[src/hdl/rf_timing_consts.svh]
// Offsets, reset values, presets and timing counts of the protocol timing unit
`ifndef RF_TIMING_CONSTS_SVH
`define RF_TIMING_CONSTS_SVH

// ----------------------------------------
// Register offsets and reset values
// ----------------------------------------
`define OFS_PULSE_TRIM 5'h06
`define OFS_SILENCE_WAIT 5'h07
`define OFS_GUARD_TIME 5'h08
`define RST_PULSE_TRIM 8'h00
`define RST_SILENCE_WAIT 8'h0E
`define RST_GUARD_TIME 8'h1E

// ----------------------------------------
// Clock rates and reference tick divider
// ----------------------------------------
`define CLK_KHZ 100000
`define REF_KHZ 13560
`define REF_STEP 17'(`REF_KHZ)
`define REF_MOD 17'(`CLK_KHZ)

// ----------------------------------------
// Time units (nominal figure, then ref ticks)
// ----------------------------------------
`define PULSE_UNIT_PS 73700
`define PULSE_UNIT_TICKS ((`PULSE_UNIT_PS * `REF_KHZ + 500000000) / 1000000000)
`define GUARD_UNIT_NS 9440
`define GUARD_UNIT_TICKS ((`GUARD_UNIT_NS * `REF_KHZ) / 1000000)
`define SILENCE_UNIT_NS 37760
`define SILENCE_UNIT_TICKS ((`SILENCE_UNIT_NS * `REF_KHZ) / 1000000)
`define GUARD_PRE_LAST 7'(`GUARD_UNIT_TICKS - 1)
`define SILENCE_PRE_LAST 9'(`SILENCE_UNIT_TICKS - 1)

// ----------------------------------------
// Protocol presets, rounded to whole units
// ----------------------------------------
`define NS_TO_TICKS(ns) (((ns) * `REF_KHZ + 500000) / 1000000)
`define PULSE_PRE_VIC 8'(`NS_TO_TICKS(9440))
`define PULSE_PRE_A106 8'(`NS_TO_TICKS(2360))
`define PULSE_PRE_A212 8'(`NS_TO_TICKS(1400))
`define PULSE_PRE_A424 8'(`NS_TO_TICKS(737))
`define PULSE_PRE_A848 8'(`NS_TO_TICKS(442))
`define US_TO_SIL(us) 8'(((us) * 1000 + `SILENCE_UNIT_NS / 2) / `SILENCE_UNIT_NS)
`define SIL_PRE_VIC_HIGH `US_TO_SIL(755)
`define SIL_PRE_VIC_LOW `US_TO_SIL(1812)
`define SIL_PRE_OTHER `US_TO_SIL(529)
`define US_TO_GRD(us) 8'(((us) * 1000 + `GUARD_UNIT_NS / 2) / `GUARD_UNIT_NS)
`define GRD_PRE_PROX `US_TO_GRD(66)
`define GRD_PRE_VIC `US_TO_GRD(293)
`define GRD_PRE_OTHER 8'(1)

`endif

[src/hdl/rf_timing_pkg.sv]
// Types of the protocol timing unit
`default_nettype none

package rf_timing_pkg;
	// Selected card protocol
	typedef enum logic [2:0] {
		PROTO_VIC_HIGH,
		PROTO_VIC_LOW,
		PROTO_A106,
		PROTO_A212,
		PROTO_A424,
		PROTO_A848,
		PROTO_PROX_B,
		PROTO_OTHER
	} proto_t;

	// No-response timer states
	typedef enum logic {
		SIL_IDLE,
		SIL_RUN
	} sil_state_t;

	// Whole state of the timing unit
	typedef struct packed {
		logic [7:0] pulseLen;
		logic [7:0] silenceWait;
		logic [7:0] guardTime;
		proto_t proto;
		logic [7:0] pulseCnt;
		logic pulseOn;
		logic [6:0] guardPre;
		logic [7:0] guardCnt;
		logic holdOn;
		sil_state_t silState;
		logic [8:0] silPre;
		logic [7:0] silCnt;
		logic suppress;
		logic txDoneSeen;
		logic irq;
		logic flag;
		logic [7:0] rdData;
	} state_t;
endpackage

`default_nettype wire

[src/hdl/rf_timing_unit.sv]
// Protocol timing unit: pulse trim, no-response timer, receive guard timer
`timescale 1ns/1ps
`default_nettype none
`include "rf_timing_consts.svh"

module rf_timing_unit (
	input wire logic clk,
	input wire logic rst_n,
	input wire logic en,
	input wire logic regWrEn,
	input wire logic regRdEn,
	input wire logic [4:0] regAddr,
	input wire logic [7:0] regWrData,
	output logic [7:0] regRdData,
	input wire logic protoWrite,
	input wire rf_timing_pkg::proto_t protoSel,
	input wire logic modPulseReq,
	input wire logic txStart,
	input wire logic txEofDone,
	input wire logic txComplete,
	input wire logic fifoResetCmd,
	input wire logic rxSof,
	input wire logic flagClear,
	output logic modPulse,
	output logic decoderHold,
	output logic noRespIrq,
	output logic noRespFlag
);
	// ----------------------------------------
	// Declarations
	// ----------------------------------------
	rf_timing_pkg::state_t st_r; // Registered state
	rf_timing_pkg::state_t st_nxt; // Next state
	logic refTick; // 13.56 MHz enable pulse
	logic vicSel; // Vicinity protocol selected
	logic rxSeen; // Tag response outside guard
	logic [7:0] pulsePreset; // Protocol pulse length
	logic [7:0] pulseEff; // Pulse length in force

	// ----------------------------------------
	// Reference tick divider
	// ----------------------------------------
	rf_ref_tick refDiv (
		.clk(clk),
		.rst_n(rst_n),
		.refTick(refTick)
	);

	// Protocol dependent pulse length
	always_comb begin
		case (st_r.proto)
			rf_timing_pkg::PROTO_VIC_HIGH: pulsePreset = `PULSE_PRE_VIC;
			rf_timing_pkg::PROTO_VIC_LOW: pulsePreset = `PULSE_PRE_VIC;
			rf_timing_pkg::PROTO_A106: pulsePreset = `PULSE_PRE_A106;
			rf_timing_pkg::PROTO_A212: pulsePreset = `PULSE_PRE_A212;
			rf_timing_pkg::PROTO_A424: pulsePreset = `PULSE_PRE_A424;
			rf_timing_pkg::PROTO_A848: pulsePreset = `PULSE_PRE_A848;
			default: pulsePreset = `PULSE_PRE_A106;
		endcase
	end

	// Trim overrides the preset when nonzero
	assign pulseEff = (st_r.pulseLen == `RST_PULSE_TRIM) ? pulsePreset : st_r.pulseLen;
	// Vicinity modes are the only ones with slot timing
	assign vicSel = (st_r.proto == rf_timing_pkg::PROTO_VIC_HIGH) || (st_r.proto == rf_timing_pkg::PROTO_VIC_LOW);
	// Receiver input is ignored while decoders are held
	assign rxSeen = rxSof && !st_r.holdOn;

	// ----------------------------------------
	// Next state
	// ----------------------------------------
	always_comb begin
		st_nxt = st_r;
		st_nxt.irq = 1'b0;

		// Host register writes
		if (regWrEn) begin
			case (regAddr)
				`OFS_PULSE_TRIM: st_nxt.pulseLen = regWrData;
				`OFS_SILENCE_WAIT: st_nxt.silenceWait = regWrData;
				`OFS_GUARD_TIME: st_nxt.guardTime = regWrData;
				default: ;
			endcase
		end

		// Register read, unmapped reads zero
		if (regRdEn) begin
			case (regAddr)
				`OFS_PULSE_TRIM: st_nxt.rdData = st_r.pulseLen;
				`OFS_SILENCE_WAIT: st_nxt.rdData = st_r.silenceWait;
				`OFS_GUARD_TIME: st_nxt.rdData = st_r.guardTime;
				default: st_nxt.rdData = 8'h00;
			endcase
		end

		// Protocol selection reloads all three registers
		if (protoWrite) begin
			st_nxt.proto = protoSel;
			st_nxt.pulseLen = `RST_PULSE_TRIM;
			case (protoSel)
				rf_timing_pkg::PROTO_VIC_HIGH: begin
					st_nxt.silenceWait = `SIL_PRE_VIC_HIGH;
					st_nxt.guardTime = `GRD_PRE_VIC;
				end
				rf_timing_pkg::PROTO_VIC_LOW: begin
					st_nxt.silenceWait = `SIL_PRE_VIC_LOW;
					st_nxt.guardTime = `GRD_PRE_VIC;
				end
				rf_timing_pkg::PROTO_OTHER: begin
					st_nxt.silenceWait = `SIL_PRE_OTHER;
					st_nxt.guardTime = `GRD_PRE_OTHER;
				end
				default: begin
					st_nxt.silenceWait = `SIL_PRE_OTHER;
					st_nxt.guardTime = `GRD_PRE_PROX;
				end
			endcase
		end

		// Modulation pulse, counted in reference ticks
		if (!st_r.pulseOn && modPulseReq) begin
			st_nxt.pulseOn = 1'b1;
			st_nxt.pulseCnt = pulseEff;
		end else if (st_r.pulseOn && refTick) begin
			// One tick is one 73.7 ns unit
			if (st_r.pulseCnt <= 8'(`PULSE_UNIT_TICKS)) begin
				st_nxt.pulseOn = 1'b0;
			end else begin
				st_nxt.pulseCnt = st_r.pulseCnt - 8'h01;
			end
		end

		// Receive guard timer
		if (txEofDone) begin
			st_nxt.guardCnt = st_r.guardTime;
			st_nxt.guardPre = 7'h00;
			st_nxt.holdOn = (st_r.guardTime != 8'h00);
		end else if (st_r.holdOn && refTick) begin
			if (st_r.guardPre == `GUARD_PRE_LAST) begin
				// One guard unit elapsed
				st_nxt.guardPre = 7'h00;
				if (st_r.guardCnt == 8'h01) begin
					st_nxt.holdOn = 1'b0;
				end else begin
					st_nxt.guardCnt = st_r.guardCnt - 8'h01;
				end
			end else begin
				st_nxt.guardPre = st_r.guardPre + 7'h01;
			end
		end

		// Exchange bookkeeping for suppression
		if (txStart) begin
			st_nxt.txDoneSeen = 1'b0;
			st_nxt.suppress = 1'b0;
		end else begin
			if (txComplete) begin
				st_nxt.txDoneSeen = 1'b1;
			end
			if (fifoResetCmd && (st_r.txDoneSeen || txComplete)) begin
				st_nxt.suppress = 1'b1;
			end
		end

		// No-response timer
		case (st_r.silState)
			rf_timing_pkg::SIL_IDLE: begin
				// Start of slot at end of EOF, vicinity only
				if (txEofDone && vicSel && !st_r.suppress && st_r.silenceWait != 8'h00) begin
					st_nxt.silState = rf_timing_pkg::SIL_RUN;
					st_nxt.silCnt = st_r.silenceWait;
					st_nxt.silPre = 9'h000;
				end
			end
			rf_timing_pkg::SIL_RUN: begin
				if (rxSeen || !vicSel) begin
					// Tag answered or protocol changed
					st_nxt.silState = rf_timing_pkg::SIL_IDLE;
				end else if (refTick) begin
					if (st_r.silPre == `SILENCE_PRE_LAST) begin
						st_nxt.silPre = 9'h000;
						if (st_r.silCnt == 8'h01) begin
							// Empty slot detected
							st_nxt.silState = rf_timing_pkg::SIL_IDLE;
							st_nxt.irq = 1'b1;
						end else begin
							st_nxt.silCnt = st_r.silCnt - 8'h01;
						end
					end else begin
						st_nxt.silPre = st_r.silPre + 9'h001;
					end
				end
			end
			default: st_nxt.silState = rf_timing_pkg::SIL_IDLE;
		endcase

		// Suppression cancels a running timer
		if (st_nxt.suppress) begin
			st_nxt.silState = rf_timing_pkg::SIL_IDLE;
			st_nxt.irq = 1'b0;
		end

		// Status flag, setting beats clearing
		if (st_nxt.irq) begin
			st_nxt.flag = 1'b1;
		end else if (flagClear) begin
			st_nxt.flag = 1'b0;
		end

		// Enable low holds the defaults
		if (!en) begin
			st_nxt = '0;
			st_nxt.proto = rf_timing_pkg::PROTO_OTHER;
			st_nxt.pulseLen = `RST_PULSE_TRIM;
			st_nxt.silenceWait = `RST_SILENCE_WAIT;
			st_nxt.guardTime = `RST_GUARD_TIME;
		end
	end

	// ----------------------------------------
	// State register
	// ----------------------------------------
	always_ff @(posedge clk) begin
		if (!rst_n) begin
			st_r <= '0;
			st_r.proto <= rf_timing_pkg::PROTO_OTHER;
			st_r.pulseLen <= `RST_PULSE_TRIM;
			st_r.silenceWait <= `RST_SILENCE_WAIT;
			st_r.guardTime <= `RST_GUARD_TIME;
		end else begin
			st_r <= st_nxt;
		end
	end

	// Outputs straight from flops
	assign regRdData = st_r.rdData;
	assign modPulse = st_r.pulseOn;
	assign decoderHold = st_r.holdOn;
	assign noRespIrq = st_r.irq;
	assign noRespFlag = st_r.flag;
endmodule // rf_timing_unit

`default_nettype wire

[src/hdl/rf_ref_tick.sv]
// Fractional divider giving a 13.56 MHz reference tick
`timescale 1ns/1ps
`default_nettype none
`include "rf_timing_consts.svh"

module rf_ref_tick (
	input wire logic clk,
	input wire logic rst_n,
	output logic refTick
);
	// Phase accumulator and tick flop
	typedef struct packed {
		logic [16:0] acc;
		logic tick;
	} tick_state_t;

	tick_state_t st_r;
	tick_state_t st_nxt;

	// Next phase and overflow
	always_comb begin
		st_nxt = st_r;
		st_nxt.tick = 1'b0;
		if (st_r.acc + `REF_STEP >= `REF_MOD) begin
			st_nxt.acc = 17'(st_r.acc + `REF_STEP - `REF_MOD);
			st_nxt.tick = 1'b1;
		end else begin
			st_nxt.acc = 17'(st_r.acc + `REF_STEP);
		end
	end

	// Registered state
	always_ff @(posedge clk) begin
		if (!rst_n) begin
			st_r <= '0;
		end else begin
			st_r <= st_nxt;
		end
	end

	assign refTick = st_r.tick;
endmodule // rf_ref_tick

`default_nettype wire

[config.mk]
export PLATFORM = sky130hd
export DESIGN_NAME = rf_timing_unit
export DESIGN_NICKNAME = d
export VERILOG_FILES = /design/src/hdl/rf_timing_pkg.sv /design/src/hdl/rf_timing_unit.sv /design/src/hdl/rf_ref_tick.sv
export VERILOG_INCLUDE_DIRS = /design/src /design/src/hdl
export SDC_FILE = /design/constraint.sdc
export NUM_CORES = 1
export LEC_CHECK = 0
export ABC_AREA = 1
export BUFFER_PORTS_ARGS = -buffer_cell sky130_fd_sc_hd__buf_2
export CORE_MARGIN = 2
export CORE_UTILIZATION = 61
export DETAILED_ROUTE_END_ITERATION = 7
export PLACE_DENSITY_LB_ADDON = 0.08
export SYNTH_ARGS = -nofsm -noshare
export SYNTH_HDL_FRONTEND = slang
export SYNTH_HIERARCHICAL = 1
export SYNTH_SLANG_ARGS = --single-unit
[constraint.sdc]
create_clock -name clk -period 2.3 [get_ports clk]
set_input_delay 0.115 -clock clk [delete_from_list [all_inputs] [get_ports clk]]
set_output_delay 0.115 -clock clk [all_outputs]
set_load 0.02 [all_outputs]
==> impl_metrics.ini <==
[outcome]
status = completed

[final_layout]
nFillCells = 820
diodes = 0
utilization = 0.6856
multi_input_area_mm2 = 0.003261
instances_no_fill = 1044
nets = 970
area_delta_synth_final_pct = 9.641
regArea_mm2 = 0.001948
drive_above_1_share = 0.1179

[synth]
yosys_warnings = 6
ys_top_cells_by_area = dfxtp_1, nand2_1, nor2_1, inv_1, nand3_1
ys.flop_type = dfxtp_1
ys_ff_latch = 97
netlist_area_mm2 = 0.005723
synth-async-reset-ratio = 0
synthCells = 893
netlist.area_leader.share = 0.3393
synth_fp_nets = 935
synth_most_common_cell = nand2_1
synth_seq_area_share = 0.3393
synth_cell_types = 39
yosysTopAreaCell = dfxtp_1
synthTopCellsByCount = nand2_1, nor2_1, inv_1, dfxtp_1, nand3_1
synth_edf_count = 0
synth_area_per_cell_um2 = 6.409

[place]
hpwlAfterDp_um = 10370
port_buffers = 40
gp_congestion = 0.9578
numPlacedInstances = 1026

[global_routing]
grt_max_degree = 36
antenna_found_initial = 0
grtUsageTotal = 0.2779
overflow = 0
grt_pass1_vias = 5368
grt_pass1_wl_um = 23100

[cts]
h-tree-depth = 3
cts_buffers = 9
cts_max_path_buffers = 2
clk_latency_ps = 370
cts_tree = built
path_clk_slew_ps = 110
cts_sinks = 97
root_buffer = clkbuf_8

[route]
vias = 5724
drc = 0
wl_per_cell_um = 13.06
routed_wl_um = 13640
ant_nets = 0
firstDrtPassIters = 5
viasPerCell = 5.483
drtIter0Drc = 312

[timing]
min_period_ps = 2180
slew-limit-headroom = 0.5097
tightest_slew_ps = 734.6
hold_viol_final = 0
fin_skew_ps = 18.24
drv_slew = 0
timing.fmax_mhz = 458.7
setup_viol = 0
fin_crit_sh = 0.9479

[die]
die_height_um = 100.9
std_cell_rows = 35
dieArea_mm2 = 0.01017
core_mm2 = 0.009153
start_util = 0.6253
die_w_um = 100.9
boundaryPins = 41

[pwr]
power_uw = 4032
power_density_mw_per_mm2 = 642.6
ir_worst_vdd_v = 0.0003823
leakagePower_uw = 0.002932

[run]
maxCapViolations = 0

[worst_hold_path]
worstHoldPathType = primary input to flip-flop

[worst_setup_path]
worstPathRequired_ps = 2550
crit_path_end_kind = flip-flop
critPathArrivalTime_ps = 2430
crit_fanout = 10
startpoint_type = flip-flop
crit_type = flip-flop to flip-flop
[area by class of cell]
type,count,share of cell area
clock buffers,10,0.02193
clock inverters,6,0.01535
inverters,105,0.06281
multi-input cells,663,0.5196
flip-flops and latches,97,0.3105
well taps,111,0.02213
repair buffers,52,0.04766
[cell usage in the layout, fill, tap and decap left out, types with 2 or more instances in the layout]
cell	instances
nor3b_1	2
buf_4	9
nand4_1	18
inv_1	101
dfxtp_2	2
nor2_1	117
nand3_4	2
nand3_2	4
xor2_1	8
or2_2	2
nand2_4	4
o21ai_0	48
xnor2_1	4
dfxtp_1	94
nand3_1	72
nand2_1	244
bufinv_16	2
a21oi_1	64
nor4_1	3
ha_1	12
o21a_1	2
nor2_2	4
dlygate4sd3_1	2
inv_2	4
nor3_1	13
a31oi_1	2
buf_2	40
nand3b_1	6
o211ai_1	6
nand2_2	10
inv_6	2
nor2_4	5
clkbuf_8	10
[kinds of logic after synthesis]
logic type	after synthesis	synth area share
compound gates	128	0.1178
flops	97	0.3393
buf+inv	133	0.09904
simple gates	509	0.3955
xor+xnor	13	0.01990
fa+ha+maj	13	0.02842
[registers in the layout, summed over array words and instances, names as in the netlist]
name            count
decoderHold         1
refDiv/refTick      1
st_r               70
modPulse            1
regRdData           8
refDiv/st_r        14
noRespIrq           1
noRespFlag          1
[power breakdown]
| group | switching, µW | leakage, µW | internal, µW |
|---|---|---|---|
| combinational | 593 | 0.00203 | 321 |
| sequential | 87.1 | 0.000790 | 1750 |
| clock | 622 | 0.000115 | 658 |
[metal layers]
layer / GRT usage / part of all wire / vias to the layer above
met5: 0 / 0 / -
met4: 0.1338 / 0.025 / 0
met3: 0.03190 / 0.047 / 32
met2: 0.4687 / 0.48 / 154
met1: 0.3531 / 0.45 / 2604
li1: - / - / 2934
[metrics by stage]
stage / worst slack [ps] / TNS [ps] / hold WS (ps) / cell area [µm²]
finish: 119.8 / 0 / 10.75 / 6275
CTS: 28.31 / 0 / 1.114 / 6231
detailed placement: 45.20 / 0 / 299.2 / 5964
floorplan: 190.1 / 0 / 194.3 / 5723
global route: -10.63 / -10.63 / 14.01 / 6275
global placement: 142.5 / 0 / 294.0 / 5964
[critical path, stage by stage (launching register included)]
cell     delay (ps)
dfxtp_4         370
inv_1            60
buf_4           150
nand2_1          60
nand2_1          60
nand2_1         100
inv_1            70
ha_1            200
inv_2            70
nand3_1          90
nand2_2         100
nand3_2         100
nand2_2          90
nor2_4           50
nand3_4         110
nand2_4         100
o21ai_0         230
inv_1            60
[worst paths after layout]
check	from	end	slack (ps)	cells after the start
hold reg to reg	refDiv/st_r[4]	refDiv/st_r[4]	440	1
setup reg to reg	refDiv/st_r[4]	refDiv/st_r[17]	120	17
hold / removal	flagClear	noRespFlag	10	3
setup / recovery	refDiv/st_r[4]	refDiv/st_r[17]	120	17
[what timing repair did]
action,in CTS,in global routing
setup endpoints to repair,2,12
pin swaps,0,1
buffers inserted,0,0
hold buffers,2,0
endpoints found under the hold margin,2,0
gates resized for setup,2,14
Note: power is estimated with default switching activity, not from simulation.
